`src/rtl/fmc_pkg.sv`:
```
`default_nettype none

package fmc_pkg;

   // register geometry
   localparam int DATA_W = 24;
   localparam int ADDR_W = 7;
   localparam int IDX_W = 4;
   localparam int NUM_REGS = 12;

   // serial frame: one command byte, then one whole register word
   localparam int CMD_BITS = 8;
   localparam int CMD_READ_POS = 7;
   localparam logic [5:0] CMD_LAST_BIT = 6'h07;
   localparam logic [5:0] DATA_LAST_BIT = 6'h17;

   // register addresses
   localparam logic [ADDR_W-1:0] ADDR_MODEM_CONTROL = 7'h00;
   localparam logic [ADDR_W-1:0] ADDR_RX_TX_CONTROL = 7'h01;
   localparam logic [ADDR_W-1:0] ADDR_RX_CONTROL_EXT_ONE = 7'h02;
   localparam logic [ADDR_W-1:0] ADDR_RX_CONTROL_EXT_TWO = 7'h03;
   localparam logic [ADDR_W-1:0] ADDR_RX_BIT_DETECT_THRESHOLD = 7'h04;
   localparam logic [ADDR_W-1:0] ADDR_RX_CARRIER_UP_THRESHOLD = 7'h05;
   localparam logic [ADDR_W-1:0] ADDR_RX_CARRIER_DOWN_THRESHOLD = 7'h06;
   localparam logic [ADDR_W-1:0] ADDR_RX_CARRIER_OUTPUT_THRESHOLD = 7'h07;
   localparam logic [ADDR_W-1:0] ADDR_TX_MARK_SPACE_COUNTS = 7'h08;
   localparam logic [ADDR_W-1:0] ADDR_MODEM_STATUS = 7'h09;
   localparam logic [ADDR_W-1:0] ADDR_ANALOG_TRIM = 7'h0a;
   localparam logic [ADDR_W-1:0] ADDR_TEST_MODE = 7'h0b;
   localparam logic [ADDR_W-1:0] ADDR_LAST = 7'h0b;

   // modem_control fields
   localparam int CTRL_TEST_EN_POS = 0;
   localparam logic CTRL_TEST_EN_RST = 1'b0;

   // rx_tx_control fields
   localparam int RXTX_SLEW_CLK_POS = 23;
   localparam int RXTX_DIS_EDGE_POS = 22;
   localparam int RXTX_DC_LOAD_POS = 21;
   localparam int RXTX_BUF_EN_POS = 20;
   localparam int RXTX_PWR_DLY_LSB = 16;
   localparam int RXTX_PWR_DLY_W = 4;
   localparam int RXTX_BP_SETTLE_LSB = 8;
   localparam int RXTX_BP_SETTLE_W = 8;
   localparam int RXTX_LOW_W = 8;
   // 23:1, 22:0, 21:1, 20:1, 19:16 0x2, 15:8 0x50, 7:0 0x43
   localparam logic [DATA_W-1:0] RXTX_RST = 24'hb25043;

   // other stored registers come out of reset cleared
   localparam logic [DATA_W-1:0] MEM_RST = 24'h000000;

   // pin mapping in adc linearity test mode
   localparam int GPIO_W = 6;
   localparam int ADC_W = 8;
   localparam int ADC_TAP_LSB = 2;

endpackage

`default_nettype wire

```
`src/rtl/fmc_mem.sv`:
```
`default_nettype none

// small register array; read data is registered one cycle after the address
module fmc_mem #(
   parameter int WIDTH = 24,
   parameter int DEPTH = 12,
   parameter int AW = 4,
   parameter logic [WIDTH-1:0] RST_VAL = '0
) (
   input wire logic clk,
   input wire logic rst,
   input wire logic we,
   input wire logic [AW-1:0] waddr,
   input wire logic [WIDTH-1:0] wdata,
   input wire logic [AW-1:0] raddr,
   output logic [WIDTH-1:0] rdata
);

   logic [WIDTH-1:0] mem_r [DEPTH];
   logic [WIDTH-1:0] rdata_r;
   logic [WIDTH-1:0] rdata_nxt;

   // every entry has its own reset so all fields recover on any reset
   for (genvar i = 0; i < DEPTH; i++) begin : g_word
      logic [WIDTH-1:0] word_nxt;
      always_comb begin
         word_nxt = mem_r[i];
         if (we && (waddr == AW'(i))) begin
            word_nxt = wdata;
         end
      end
      always_ff @(posedge clk or posedge rst) begin
         if (rst) begin
            mem_r[i] <= RST_VAL;
         end else begin
            mem_r[i] <= word_nxt;
         end
      end
   end

   // out-of-range index reads zero rather than x
   always_comb begin
      rdata_nxt = '0;
      if (32'(raddr) < DEPTH) begin
         rdata_nxt = mem_r[raddr];
      end
   end

   always_ff @(posedge clk or posedge rst) begin
      if (rst) begin
         rdata_r <= '0;
      end else begin
         rdata_r <= rdata_nxt;
      end
   end

   assign rdata = rdata_r;

endmodule

`default_nettype wire

```
`src/rtl/fmc_regs.sv`:
```
// Operation
// registers are 24 bits, whole-word transfers
// reached only through internal serial port
// absolute addresses 0x00 to 0x0b decoded
// all fields reset on any reset
// control bit 0 enables adc test
// software also sets modem enable bit
// test mode forces rts, receive functional
// test mode puts adc bits on gpio
// bit 23 selects 2 or 4 mhz
// software adjusts mark-space counts for 2mhz
// bit 22 selects transmit disable edge
// bit 20 enables transmit output buffer
// bits 19:16 power-up ignore count
// software picks ignore count carefully
// bits 15:8 bandpass settle delay
// software disables modem before writing
// addresses above 0x0b read zero
`default_nettype none

module fmc_regs (
   input wire logic ref_clk,
   input wire logic rst,
   input wire logic spi_sclk,
   input wire logic spi_cs_n,
   input wire logic spi_mosi,
   output logic spi_miso,
   output logic spi_miso_en_n,
   input wire logic rts_gpio_n,
   input wire logic [fmc_pkg::ADC_W-1:0] rx_adc_result,
   input wire logic [fmc_pkg::GPIO_W-1:0] gpio_func_out,
   input wire logic [fmc_pkg::DATA_W-1:0] modem_status,
   output logic adc_linearity_test_enable,
   output logic modem_rts_n,
   output logic rx_functional_mode,
   output logic [fmc_pkg::GPIO_W-1:0] gpio_out,
   output logic tx_slew_clock_select,
   output logic tx_disable_edge_select,
   output logic tx_bus_dc_load_select,
   output logic tx_buffer_enable,
   output logic [fmc_pkg::RXTX_PWR_DLY_W-1:0] rx_power_up_ignore_count,
   output logic [fmc_pkg::RXTX_BP_SETTLE_W-1:0] rx_bandpass_settle_count
);

   // frame states, one-hot so each test is a single bit
   typedef enum logic [3:0] {
      FMC_IDLE = 4'b0001,
      FMC_CMD = 4'b0010,
      FMC_DATA = 4'b0100,
      FMC_DONE = 4'b1000
   } fmc_state_e;

   // pin synchronisers; the third stage only serves edge detection
   logic [2:0] sclk_s_r;
   logic [1:0] cs_s_r;
   logic [1:0] mosi_s_r;
   logic [1:0] rts_s_r;
   logic [2:0] sclk_s_nxt;
   logic [1:0] cs_s_nxt;
   logic [1:0] mosi_s_nxt;
   logic [1:0] rts_s_nxt;

   always_comb begin
      sclk_s_nxt = {sclk_s_r[1:0], spi_sclk};
      cs_s_nxt = {cs_s_r[0], spi_cs_n};
      mosi_s_nxt = {mosi_s_r[0], spi_mosi};
      rts_s_nxt = {rts_s_r[0], rts_gpio_n};
   end

   always_ff @(posedge ref_clk or posedge rst) begin
      if (rst) begin
         sclk_s_r <= 3'h0;
         cs_s_r <= 2'h3;
         mosi_s_r <= 2'h0;
         rts_s_r <= 2'h3;
      end else begin
         sclk_s_r <= sclk_s_nxt;
         cs_s_r <= cs_s_nxt;
         mosi_s_r <= mosi_s_nxt;
         rts_s_r <= rts_s_nxt;
      end
   end

   logic sclk_rise;
   logic sclk_fall;
   logic cs_active;
   logic mosi_bit;

   // edges come from the synchronised copies, so each lasts one ref_clk cycle
   assign sclk_rise = sclk_s_r[1] & ~sclk_s_r[2];
   assign sclk_fall = ~sclk_s_r[1] & sclk_s_r[2];
   assign cs_active = ~cs_s_r[1];
   assign mosi_bit = mosi_s_r[1];

   // frame engine state
   fmc_state_e state_r, state_nxt;
   logic [5:0] bit_cnt_r, bit_cnt_nxt;
   logic [fmc_pkg::DATA_W-1:0] rx_sh_r, rx_sh_nxt;
   logic [fmc_pkg::DATA_W-1:0] tx_sh_r, tx_sh_nxt;
   logic [fmc_pkg::CMD_BITS-1:0] cmd_r, cmd_nxt;
   logic loaded_r, loaded_nxt;
   logic miso_r, miso_nxt;
   logic ctrl_test_r, ctrl_test_nxt;
   logic [fmc_pkg::DATA_W-1:0] rxtx_r, rxtx_nxt;

   logic [fmc_pkg::ADDR_W-1:0] reg_addr;
   logic cmd_is_read;
   logic addr_in_range;
   logic addr_in_mem;
   logic mem_we;
   logic [fmc_pkg::DATA_W-1:0] mem_wdata;
   logic [fmc_pkg::DATA_W-1:0] mem_rdata;
   logic [fmc_pkg::DATA_W-1:0] read_word;

   // command byte: bit 7 picks a read, bits 6:0 are the absolute address
   assign reg_addr = cmd_r[fmc_pkg::ADDR_W-1:0];
   assign cmd_is_read = cmd_r[fmc_pkg::CMD_READ_POS];
   // out-of-map addresses neither store nor answer
   assign addr_in_range = (reg_addr <= fmc_pkg::ADDR_LAST);
   // registers with dedicated fields or live status are kept outside the array
   assign addr_in_mem = addr_in_range && (reg_addr != fmc_pkg::ADDR_MODEM_CONTROL)
      && (reg_addr != fmc_pkg::ADDR_RX_TX_CONTROL) && (reg_addr != fmc_pkg::ADDR_MODEM_STATUS);

   // the array answers one cycle after the address settles, long before the first fall
   // status is taken when the word is loaded, not frozen at the command
   // read mux; reserved control bits read zero, status is live
   always_comb begin
      read_word = '0;
      if (addr_in_range) begin
         if (reg_addr == fmc_pkg::ADDR_MODEM_CONTROL) begin
            read_word[fmc_pkg::CTRL_TEST_EN_POS] = ctrl_test_r;
         end else if (reg_addr == fmc_pkg::ADDR_RX_TX_CONTROL) begin
            read_word = rxtx_r;
         end else if (reg_addr == fmc_pkg::ADDR_MODEM_STATUS) begin
            read_word = modem_status;
         end else begin
            read_word = mem_rdata;
         end
      end
   end

   // one frame: 8 command bits then 24 data bits, msb first, sampled on rising sclk
   always_comb begin
      state_nxt = state_r;
      bit_cnt_nxt = bit_cnt_r;
      rx_sh_nxt = rx_sh_r;
      tx_sh_nxt = tx_sh_r;
      cmd_nxt = cmd_r;
      loaded_nxt = loaded_r;
      miso_nxt = miso_r;
      ctrl_test_nxt = ctrl_test_r;
      rxtx_nxt = rxtx_r;
      mem_we = 1'b0;
      mem_wdata = {rx_sh_r[fmc_pkg::DATA_W-2:0], mosi_bit};
      if (!cs_active) begin
         // deselect aborts any partial frame without touching registers
         state_nxt = FMC_IDLE;
         miso_nxt = 1'b0;
         loaded_nxt = 1'b0;
      end else begin
         unique case (state_r)
            FMC_IDLE: begin
               // a fresh select restarts the bit count and the read loader
               state_nxt = FMC_CMD;
               bit_cnt_nxt = 6'h00;
               loaded_nxt = 1'b0;
               miso_nxt = 1'b0;
            end
            FMC_CMD: begin
               // command bits collect in the low end of the shared shifter
               if (sclk_rise) begin
                  rx_sh_nxt = {rx_sh_r[fmc_pkg::DATA_W-2:0], mosi_bit};
                  bit_cnt_nxt = bit_cnt_r + 6'h01;
                  if (bit_cnt_r == fmc_pkg::CMD_LAST_BIT) begin
                     cmd_nxt = {rx_sh_r[fmc_pkg::CMD_BITS-2:0], mosi_bit};
                     bit_cnt_nxt = 6'h00;
                     state_nxt = FMC_DATA;
                  end
               end
            end
            FMC_DATA: begin
               // read data is launched on falling sclk so it is stable at the next rise
               // limitation: sclk half period must exceed the three-cycle synchroniser delay
               if (sclk_fall) begin
                  if (!loaded_r) begin
                     miso_nxt = read_word[fmc_pkg::DATA_W-1];
                     tx_sh_nxt = {read_word[fmc_pkg::DATA_W-2:0], 1'b0};
                     loaded_nxt = 1'b1;
                  end else begin
                     miso_nxt = tx_sh_r[fmc_pkg::DATA_W-1];
                     tx_sh_nxt = {tx_sh_r[fmc_pkg::DATA_W-2:0], 1'b0};
                  end
               end
               if (sclk_rise) begin
                  rx_sh_nxt = {rx_sh_r[fmc_pkg::DATA_W-2:0], mosi_bit};
                  bit_cnt_nxt = bit_cnt_r + 6'h01;
                  if (bit_cnt_r == fmc_pkg::DATA_LAST_BIT) begin
                     state_nxt = FMC_DONE;
                     // only a full 24-bit word commits; writes above the map vanish
                     if (!cmd_is_read && addr_in_range) begin
                        if (reg_addr == fmc_pkg::ADDR_MODEM_CONTROL) begin
                           ctrl_test_nxt = mem_wdata[fmc_pkg::CTRL_TEST_EN_POS];
                        end else if (reg_addr == fmc_pkg::ADDR_RX_TX_CONTROL) begin
                           rxtx_nxt = mem_wdata;
                        end else if (addr_in_mem) begin
                           mem_we = 1'b1;
                        end
                     end
                  end
               end
            end
            FMC_DONE: begin
               // extra clocks after the word are ignored until deselect
               miso_nxt = 1'b0;
            end
         endcase
      end
   end

   // frame engine and stored control words
   always_ff @(posedge ref_clk or posedge rst) begin
      if (rst) begin
         state_r <= FMC_IDLE;
         bit_cnt_r <= 6'h00;
         rx_sh_r <= '0;
         tx_sh_r <= '0;
         cmd_r <= '0;
         loaded_r <= 1'b0;
         miso_r <= 1'b0;
         ctrl_test_r <= fmc_pkg::CTRL_TEST_EN_RST;
         rxtx_r <= fmc_pkg::RXTX_RST;
      end else begin
         state_r <= state_nxt;
         bit_cnt_r <= bit_cnt_nxt;
         rx_sh_r <= rx_sh_nxt;
         tx_sh_r <= tx_sh_nxt;
         cmd_r <= cmd_nxt;
         loaded_r <= loaded_nxt;
         miso_r <= miso_nxt;
         ctrl_test_r <= ctrl_test_nxt;
         rxtx_r <= rxtx_nxt;
      end
   end

   // remaining registers live in a small array, reset to zero
   fmc_mem #(
      .WIDTH(fmc_pkg::DATA_W),
      .DEPTH(fmc_pkg::NUM_REGS),
      .AW(fmc_pkg::IDX_W),
      .RST_VAL(fmc_pkg::MEM_RST)
   ) u_mem (
      .clk(ref_clk),
      .rst(rst),
      .we(mem_we),
      .waddr(reg_addr[fmc_pkg::IDX_W-1:0]),
      .wdata(mem_wdata),
      .raddr(reg_addr[fmc_pkg::IDX_W-1:0]),
      .rdata(mem_rdata)
   );

   // enable is low while the port drives, following the synchronised select
   assign spi_miso = miso_r;
   assign spi_miso_en_n = cs_s_r[1]; // drive only while selected

   // modem-facing controls, all registered
   logic rts_n_r, rts_n_nxt;
   logic [fmc_pkg::GPIO_W-1:0] gpio_r, gpio_nxt;

   always_comb begin
      // test mode forces rts low (active) so the receive path runs functionally
      rts_n_nxt = ctrl_test_r ? 1'b0 : rts_s_r[1];
      // adc result bits 7:2 go out on gpio 5:0 for linearity measurement
      gpio_nxt = ctrl_test_r ? rx_adc_result[fmc_pkg::ADC_W-1:fmc_pkg::ADC_TAP_LSB] : gpio_func_out;
   end

   // one register stage keeps the pins free of glitches when the mode flips
   always_ff @(posedge ref_clk or posedge rst) begin
      if (rst) begin
         rts_n_r <= 1'b1;
         gpio_r <= '0;
      end else begin
         rts_n_r <= rts_n_nxt;
         gpio_r <= gpio_nxt;
      end
   end

   // the modem enable gate lives outside; this bit only requests the mode
   assign adc_linearity_test_enable = ctrl_test_r;
   assign rx_functional_mode = ctrl_test_r;
   assign modem_rts_n = rts_n_r;
   assign gpio_out = gpio_r;
   // transmit and receive settings go straight out of the stored word
   assign tx_slew_clock_select = rxtx_r[fmc_pkg::RXTX_SLEW_CLK_POS];
   assign tx_disable_edge_select = rxtx_r[fmc_pkg::RXTX_DIS_EDGE_POS];
   assign tx_bus_dc_load_select = rxtx_r[fmc_pkg::RXTX_DC_LOAD_POS];
   assign tx_buffer_enable = rxtx_r[fmc_pkg::RXTX_BUF_EN_POS];
   assign rx_power_up_ignore_count =
      rxtx_r[fmc_pkg::RXTX_PWR_DLY_LSB +: fmc_pkg::RXTX_PWR_DLY_W];
   assign rx_bandpass_settle_count =
      rxtx_r[fmc_pkg::RXTX_BP_SETTLE_LSB +: fmc_pkg::RXTX_BP_SETTLE_W];

endmodule

`default_nettype wire

```
`config.mk`:
```
export PLATFORM = sky130hd
export DESIGN_NAME = fmc_regs
export DESIGN_NICKNAME = d
export VERILOG_FILES = /design/src/rtl/fmc_pkg.sv /design/src/rtl/fmc_mem.sv /design/src/rtl/fmc_regs.sv
export SDC_FILE = /design/constraint.sdc
export NUM_CORES = 1
export LEC_CHECK = 0
export BUFFER_PORTS_ARGS = -buffer_cell sky130_fd_sc_hd__buf_2
export CAP_MARGIN = 20
export CORE_UTILIZATION = 56
export CTS_BUF_LIST = sky130_fd_sc_hd__clkbuf_8 sky130_fd_sc_hd__clkbuf_16
export CTS_CLUSTER_SIZE = 12
export DETAILED_ROUTE_END_ITERATION = 16
export PLACE_DENSITY = 0.8
export REMOVE_ABC_BUFFERS = 1
export SLEW_MARGIN = 10
export SYNTH_ARGS = -nofsm -noshare
export SYNTH_HDL_FRONTEND = slang
export SYNTH_SLANG_ARGS = --single-unit
```
`constraint.sdc`:
```
create_clock -name ref_clk -period 13.94 [get_ports ref_clk]
set_clock_uncertainty 0.15 [all_clocks]
set_input_delay 1.394 -clock ref_clk [delete_from_list [all_inputs] [get_ports ref_clk]]
set_output_delay 1.394 -clock ref_clk [all_outputs]
set_load 0.05 [all_outputs]
```
==> impl_metrics.yaml, run 1 <==
sta:
  drv_slew: 0
  finalCritPeriodShare: 0.259
  holdWs_ns: 0.205
  rsz0062_at_grt: "no"
  fmaxAchievable_mhz: 277
  hold_viol: 0
  worst_pin_slew_ns: 1.07
  setup_viol: 0
  period_needed_ns: 3.61
  fin_setup_tns_ns: 0
  relSlewSlack: 0.284
detailed_routing:
  vias_per_cell: 6.02
  dr.first_iter.drc_count: 659
  drc_errors: 0
  ant_nets: 0
  wirelength_um: 41400
  dr.pass1.iters: 5
  vias: 10600
  wl_per_cell_um: 23.5
critical_path:
  crit_arrival_ns: 3.87
  reg2reg_depth: 6
  crit_slowest_cell: "dfrtp_4"
  r2r_slack_ns: 10.33
  cpMostUsedCell: "buf_4"
  required_ns: 14.20
  path_class: "reg -> reg"
  endpoint_kind: "flip-flop"
  r2r_end: "u_mem.mem_r[101]"
  slowest_delay_ns: 0.84
  worstSetupStartpointType: "flip-flop"
  cp_max_fo: 41
  path_cells: "buf_4 > nand2_1 > nor3_1 > and3_1 > buf_4 > mux2_2"
  r2r_start: "cmd_r[1]"
logic_synthesis:
  ys_seq_area_frac: 0.530
  synthArstFlopShare: 1.00
  yosys.cell_types.count: 64
  synthFlopType: "dfrtp_1"
  synth-seq-cells: 419
  synth_edf_count: 0
  ys_warn_count: 0
  synthesis.area_sq_mm: 0.0198
  netlist_instances: 1340
  synth.avg_cell_area_sq_um: 14.8
cells_and_area:
  area_growth_syn_to_layout_pct: 7.08
  final_cell_mix: "401 x dfrtp_1, 200 x mux2_4, 77 x mux2_2"
  antenna_cells: 0
  layout_commonest_cell: "dfrtp_1"
  layout.nets: 1320
  drive_above_1_share: 0.427
power:
  p_per_area_mw_per_mm2: 111
  p_sw_uw: 512
  p_int_mw: 1.85
  ir_drop_uv: 88.7
  seqPwrFrac: 0.522
  clockPowerShare: 0.456
  p_comb_frac: 0.022
  swShare: 0.217
  leakage_nw: 10.1
  p_total_mw: 2.36
clock_network:
  postCtsHoldBufs: 0
  cts_max_path_buffers: 3
  cts.htree.levels: 2
  cts_tree: "done"
  insertion_delay_ns: 0.54
  root_buffer: "clkbuf_16"
  clkSlewWorstSetupHoldPaths_ns: 0.06
  cts_sinks: 419
  numCtsBuffers: 43
  cts_repair_resize_count: 0
  cts_setup_buffers: 0
floorplanning:
  core_area_sq_mm: 0.0346
  die_w_um: 190
  die_h_um: 190
  initial_utilization: 0.572
  dieArea_sq_mm: 0.0361
  fp-row-count: 68
  ioPinCount: 71
grt:
  grt_util_all_layers: 0.240
  grt_pass1_wl_um: 66700
  grt_max_degree: 127
  grt_overflow: 0
  grt_pass1_vias: 11500
  grt_antenna_before_repair: 0
job:
  maxCapViolCount: 0
worst_hold_path:
  hp-class: "reg -> reg"
  min_path_cells: 0
  holdPathEnd: "mosi_s_r[1]"
  min-delay-start: "mosi_s_r[0]"
placed_design:
  io_buffers: 68
  dp.final_hpwl_um: 22300
  place_congestion: 0.765
outcome:
  status: "completed"
[power groups by stage]
stage                     clock [mW]  combinational [mW]  sequential, mW
after floorplan                    0              0.0294            1.26
final                           1.08              0.0519            1.23
after global routing            1.15              0.0586            1.23
after CTS                       1.10              0.0521            1.23
after detailed placement           0              0.0520            1.25
after global placement             0              0.0503            1.25
[metrics by stage]
stage	worst slack, ns	util	instance area, sq um	std cells
6_report	10.33	0.612	21200	1763
5_1_grt	10.14	0.612	21200	1763
4_1_cts	10.11	0.611	21100	1760
3_5_place_dp	9.55	0.572	19800	1682
3_3_place_gp	9.64	0.572	19800	1682
2_1_floorplan	0.758	-	18800	1143
[worst max-delay path: cells and delay by family, from the launching register on]
kind	cells	cell delay, ns
buf+inv	2	1.10
simple gates	3	0.98
flops	1	0.84
mux	1	0.39
[Yosys cell counts, types with 15 or more instances]
master | count | share of area
o22ai_1 | 24 | 0.0076
o31ai_2 | 20 | 0.013
mux2i_1 | 48 | 0.024
and2_1 | 22 | 0.0070
nor3_1 | 27 | 0.0068
dfrtp_1 | 404 | 0.51
buf_4 | 16 | 0.0061
nor2_1 | 31 | 0.0059
buf_6 | 28 | 0.016
a21oi_1 | 26 | 0.0066
nor2b_1 | 26 | 0.0082
mux2_4 | 200 | 0.15
mux2_2 | 77 | 0.044
buf_2 | 23 | 0.0058
dfstp_2 | 15 | 0.020
o21a_1 | 22 | 0.0083
clkbuf_1 | 125 | 0.024
mux4_2 | 72 | 0.082
inv_1 | 31 | 0.0059
[area by class of cell]
type / instances / area [sq um]
inverters: 31 / 124
fillers: 2479 / 13400
well taps: 455 / 569
multi-input cells: 693 / 8140
flip-flops and latches: 419 / 10500
repair buffers: 87 / 523
clock buffers: 52 / 1210
clock inverters: 26 / 120
[flip-flops by register name, indices dropped and copies added, names as in the netlist]
| signal | flops |
|---|---|
| rxtx_r | 24 |
| mosi_s_r | 2 |
| rx_sh_r | 23 |
| state_r | 4 |
| modem_rts_n | 1 |
| sclk_s_r | 3 |
| u_mem.rdata | 24 |
| cmd_r | 8 |
| cs_s_r | 2 |
| gpio_out | 6 |
| u_mem.mem_r | 288 |
| rts_s_r | 2 |
| adc_linearity_test_enable | 1 |
| spi_miso | 1 |
| tx_sh_r | 23 |
| bit_cnt_r | 6 |
| loaded_r | 1 |
[routing by layer]
layer / track usage / up-vias / share of wire
met2: 0.385 / 298 / 0.48
met3: 0.0382 / 62 / 0.051
met4: 0.0592 / 0 / 0.020
li1: - / 4598 / -
met1: 0.344 / 5648 / 0.45
met5: 0 / - / 0
[cell families after synthesis]
group / count (synthesis) / synth area share
flip-flops: 419 / 0.530
multiplexers: 399 / 0.303
buffers and inverters: 228 / 0.0583
AND/OR/NAND/NOR: 170 / 0.0603
AO/OA/AOI/OAI: 121 / 0.0467
XOR/XNOR: 2 / 0.000885
adder cells (fa/ha/maj): 1 / 0.000632
[worst max path at each step]
stage                         from                   endpoint  slack (ns)
after global placement         rst           u_mem.mem_r[206]        9.64
after detailed placement       rst            u_mem.mem_r[14]        9.55
after floorplan                rst  adc_linearity_test_enable        0.76
after CTS                      rst            u_mem.mem_r[38]       10.11
final                     cmd_r[1]           u_mem.mem_r[101]       10.33
after global routing      cmd_r[0]           u_mem.mem_r[100]       10.14
No activity file was read; power rests on OpenSTA's default activity.
==> run 2, diff against run 1 <==
- clock period: 13.94 -> 2.96 ns (I/O delays scaled with it)
==> impl_metrics.yaml, run 2 (synthesis gave the netlist of run 1 again) <==
outcome:
  status: "completed"
critical_path:
  cp_max_fo: 14
  endpoint_kind: "flip-flop"
  r2r_end: "u_mem.mem_r[194]"
  r2r_start: "state_r[1]"
  crit_slowest_cell: "dfrtp_1"
  slowest_delay_ns: 0.53
  worstSetupStartpointType: "flip-flop"
  crit_arrival_ns: 2.92
  path_class: "reg -> reg"
  path_buf_inv: 2
  required_ns: 3.24
  reg2reg_depth: 6
  path_cells: "or2_4 > nor4_4 > buf_12 > nand3_4 > buf_4 > mux2_4"
  cp_top_family: "simple AND/OR/NAND/NOR gates"
  r2r_slack_ns: 0.33
detailed_routing:
  wirelength_um: 42400
  dr.pass1.iters: 5
  dr.first_iter.drc_count: 701
  ant_nets: 0
  vias: 10800
  wl_per_cell_um: 23.4
  drc_errors: 0
  vias_per_cell: 5.97
clock_network:
  root_buffer: "clkbuf_16"
  insertion_delay_ns: 0.56
  cts_tree: "done"
  cts_repair_resize_count: 0
  numCtsBuffers: 43
  cts_setup_buffers: 0
  clkSlewWorstSetupHoldPaths_ns: 0.06
  cts_sinks: 419
  cts_max_path_buffers: 3
  cts.htree.levels: 2
  postCtsHoldBufs: 17
grt:
  grt_antenna_before_repair: 0
  grt_pass1_vias: 11400
  grt_overflow: 0
  grt_pass1_wl_um: 67400
  grt_max_degree: 88
  grt_util_all_layers: 0.245
worst_hold_path:
  hp-class: "in -> reg"
  min_path_cells: 5
  min-delay-start: "modem_status[20]"
  holdPathEnd: "tx_sh_r[21]"
floorplanning:
  die_h_um: 190
  dieArea_sq_mm: 0.0361
  fp-row-count: 68
  ioPinCount: 71
  die_w_um: 190
  core_area_sq_mm: 0.0346
  initial_utilization: 0.572
cells_and_area:
  largest-register: "u_mem.mem_r"
  multi_input_area_sq_mm: 0.00814
  largest_reg_flops: 288
  area_growth_syn_to_layout_pct: 9.78
  final_cell_count_no_fill: 1809
  antenna_cells: 0
  layout.nets: 1366
  seqCellArea_sq_mm: 0.0105
  fillers: 2454
  fin_util: 0.628
  layout_commonest_cell: "dfrtp_1"
  drive_above_1_share: 0.432
  final_cell_mix: "401 x dfrtp_1, 200 x mux2_4, 77 x mux2_2"
sta:
  relSlewSlack: 0.536
  period_needed_ns: 2.63
  finalCritPeriodShare: 0.890
  hold_viol: 0
  fin_setup_tns_ns: 0
  fmaxAchievable_mhz: 380
  drv_slew: 0
  setup_viol: 0
  rsz0062_at_grt: "no"
  worst_pin_slew_ns: 0.696
power:
  ir_drop_uv: 419
  p_per_area_mw_per_mm2: 516
  p_total_mw: 11.2
  leakage_nw: 10.4
placed_design:
  io_buffers: 68
  placedCellCount: 1714
  dp.final_hpwl_um: 25200
  place_congestion: 0.769
job:
  maxCapViolCount: 0
[run 2: final cells by class]
type / instances / area share
clock buffers: 48 / 0.0532
clock inverters: 30 / 0.00852
inverters: 31 / 0.00570
multi-input cells: 693 / 0.375
flip-flops and latches: 419 / 0.484
well taps: 455 / 0.0262
repair buffers: 133 / 0.0481
[run 2: metal layers]
metal,GRT usage,up-vias,share of wire
li1,-,4680,-
met1,0.350,5751,0.44
met2,0.396,290,0.49
met3,0.0350,71,0.044
met4,0.0623,0,0.021
met5,0,-,0
[run 2: report_power, final]
group / internal (mW) / switching (mW)
combinational: 0.0889 / 0.179
clock: 2.96 / 2.20
sequential: 5.75 / 0.0489
total: 8.80 / 2.42
[run 2: worst max-delay path by stage]
| stage | end | depth (start not counted) | startpoint |
|---|---|---|---|
| floorplan | adc_linearity_test_enable | 1 | rst |
| global placement | u_mem.mem_r[206] | 6 | state_r[1] |
| detailed placement | u_mem.mem_r[206] | 6 | state_r[1] |
| CTS | u_mem.mem_r[194] | 6 | state_r[1] |
| global route | u_mem.mem_r[194] | 7 | bit_cnt_r[0] |
| finish | u_mem.mem_r[194] | 6 | state_r[1] |
[run 2: per-stage QoR]
stage               setup WS, ns  instance area (sq um)  hold WS (ns)
finish                     0.326                  21700         0.102
global route               0.221                  21700         0.113
CTS                        0.324                  21700        0.0768
detailed placement         0.323                  20200         0.197
global placement           0.392                  20200         0.187
floorplan                  -9.12                  18800         0.150
[run 2: worst min-delay path: cells and delay by family]
| kind | cells | cell delay (ns) |
|---|---|---|
| AOI/OAI and AO/OA | 2 | 0.19 |
| buffers and inverters | 1 | 0.12 |
| and+or+nand+nor | 2 | 0.16 |
==> run 3, diff against run 2 <==
--- a/config.mk
+++ b/config.mk
@@ -6,6 +6,8 @@
 export NUM_CORES = 1
 export LEC_CHECK = 0
+export ABC_CLOCK_PERIOD_IN_PS = 2960
 export BUFFER_PORTS_ARGS = -buffer_cell sky130_fd_sc_hd__buf_2
 export CAP_MARGIN = 20
+export CORE_MARGIN = 2
 export CORE_UTILIZATION = 56
 export CTS_BUF_LIST = sky130_fd_sc_hd__clkbuf_8 sky130_fd_sc_hd__clkbuf_16
--- a/constraint.sdc
+++ b/constraint.sdc
@@ -3,3 +3,3 @@
 set_input_delay 0.296 -clock ref_clk [delete_from_list [all_inputs] [get_ports ref_clk]]
 set_output_delay 0.296 -clock ref_clk [all_outputs]
-set_load 0.05 [all_outputs]
+set_load 0.01 [all_outputs]
==> impl_metrics.yaml, run 3 (synthesis gave the netlist of run 1 again) <==
clock_network:
  cts_setup_buffers: 0
  root_buffer: "clkbuf_16"
  postCtsHoldBufs: 17
  numCtsBuffers: 44
  cts_tree: "done"
  insertion_delay_ns: 0.56
  cts_max_path_buffers: 3
  cts_sinks: 419
  cts.htree.levels: 2
  cts_repair_resize_count: 0
  clkSlewWorstSetupHoldPaths_ns: 0.06
power:
  p_comb_frac: 0.023
  clockPowerShare: 0.458
  p_per_area_mw_per_mm2: 515
  swShare: 0.213
  p_total_mw: 11.2
  ir_drop_uv: 388
  p_sw_mw: 2.39
  seqPwrFrac: 0.519
  p_int_mw: 8.80
  leakage_nw: 10.3
sta:
  fmaxAchievable_mhz: 381
  worst_pin_slew_ns: 0.833
  rsz0062_at_grt: "no"
  setup_viol: 0
  relSlewSlack: 0.445
  drv_slew: 0
  finalCritPeriodShare: 0.887
  hold_viol: 0
  period_needed_ns: 2.63
cells_and_area:
  largest-register: "u_mem.mem_r"
  layout.nets: 1370
  largest_reg_flops: 288
  finalInstanceArea_sq_mm: 0.0217
  layout_commonest_cell: "dfrtp_1"
  fin_util: 0.626
  antenna_cells: 0
  final_cell_count_no_fill: 1807
  final_cell_mix: "401 x dfrtp_1, 200 x mux2_4, 77 x mux2_2"
  area_growth_syn_to_layout_pct: 9.71
  fillers: 2509
  drive_above_1_share: 0.439
floorplanning:
  core_area_sq_mm: 0.0347
  ioPinCount: 71
  die_h_um: 192
  dieArea_sq_mm: 0.0369
  initial_utilization: 0.570
  fp-row-count: 68
  die_w_um: 192
grt:
  grt_overflow: 0
  grt_pass1_wl_um: 68800
  grt_util_all_layers: 0.245
  grt_pass1_vias: 11900
  grt_max_degree: 91
  grt_antenna_before_repair: 0
critical_path:
  endpoint_kind: "flip-flop"
  cp.depth: 6
  crit_arrival_ns: 2.92
  path_buf_inv: 2
  endpoint: "rxtx_r[19]"
  r2r_slack_ns: 0.33
  r2r_end: "rxtx_r[19]"
  slowest_delay_ns: 0.52
  required_ns: 3.25
  path_class: "reg -> reg"
  cp_max_fo: 13
  startpoint: "state_r[1]"
  reg2reg_depth: 6
  path_cells: "or2_4 > nor4_4 > buf_4 > nand3_4 > buf_12 > mux2_4"
  worstSetupStartpointType: "flip-flop"
  crit_slowest_cell: "dfrtp_1"
  cp_top_family: "simple AND/OR/NAND/NOR gates"
  r2r_start: "state_r[1]"
outcome:
  status: "completed"
placed_design:
  dp.final_hpwl_um: 25400
  io_buffers: 68
  placedCellCount: 1717
  place_congestion: 0.768
  placed_area_sq_mm: 0.0202
detailed_routing:
  dr.first_iter.drc_count: 706
  wl_per_cell_um: 23.7
  ant_nets: 0
  wirelength_um: 42800
  drc_errors: 0
  vias: 10800
  dr.pass1.iters: 7
  vias_per_cell: 5.99
job:
  maxCapViolCount: 0
worst_hold_path:
  hp-class: "in -> reg"
==> run 3: cell types whose count changed in the layout (fill, tap and decap cells not counted), moves of 2 or more <==
| cell | delta |
|---|---|
| inv_1 | -11 |
| buf_4 | +5 |
| clkbuf_8 | +5 |
| clkinv_2 | +3 |
| buf_12 | -2 |
| bufinv_16 | -2 |
==> run 3: stage by stage <==
| step | worst slack, ns | setup TNS [ns] | hold WS, ns |
|---|---|---|---|
| floorplan | -9.12 | -4362.43 | 0.150 |
| global placement | 0.392 | 0 | 0.191 |
| detailed placement | 0.379 | 0 | 0.190 |
| CTS | 0.350 | 0 | 0.0593 |
| global route | 0.259 | 0 | 0.121 |
| finish | 0.335 | 0 | 0.0760 |
==> run 3: cell type report <==
cell class                      instances  area (sq um)  area share
Inverter                               31           124     0.00570
Multi-Input combinational cell        693          8140       0.375
Clock buffer                           54          1250      0.0575
Tap cell                              455           569      0.0262
Timing Repair Buffer                  136          1040      0.0480
Sequential cell                       419         10500       0.484
Clock inverter                         19          81.3     0.00374
==> run 3: worst min-delay path by stage <==
stage                          start  slack [ns]           to  cells after the start
CTS                 modem_status[20]        0.06  tx_sh_r[21]                      5
detailed placement       mosi_s_r[0]        0.19  mosi_s_r[1]                      0
floorplan                   spi_cs_n        0.15    cs_s_r[0]                      0
global route        modem_status[11]        0.12  tx_sh_r[12]                      5
finish              modem_status[20]        0.08  tx_sh_r[21]                      5
global placement         sclk_s_r[0]        0.19  sclk_s_r[1]                      0
==> run 3: worst reg2reg max path, stage by stage (launching register included) <==
cell and delay, ns:
dfrtp_1 0.52, or2_4 0.34, nor4_4 0.21, buf_4 0.33, nand3_4 0.35, buf_12 0.29
mux2_4 0.31
==> run 3: layer usage <==
metal	track usage	part of all wire
met1	0.343	0.44
met2	0.398	0.49
met3	0.0428	0.055
met4	0.0684	0.018
met5	0	0
==> run 3: power groups by stage <==
| stage | Sequential, mW | Clock (mW) | Combinational, mW |
|---|---|---|---|
| after floorplan | 5.89 | 0 | 0.138 |
| after global placement | 5.90 | 0 | 0.237 |
| after detailed placement | 5.90 | 0 | 0.243 |
| after CTS | 5.80 | 5.22 | 0.261 |
| after global routing | 5.80 | 5.44 | 0.289 |
| final | 5.80 | 5.13 | 0.253 |
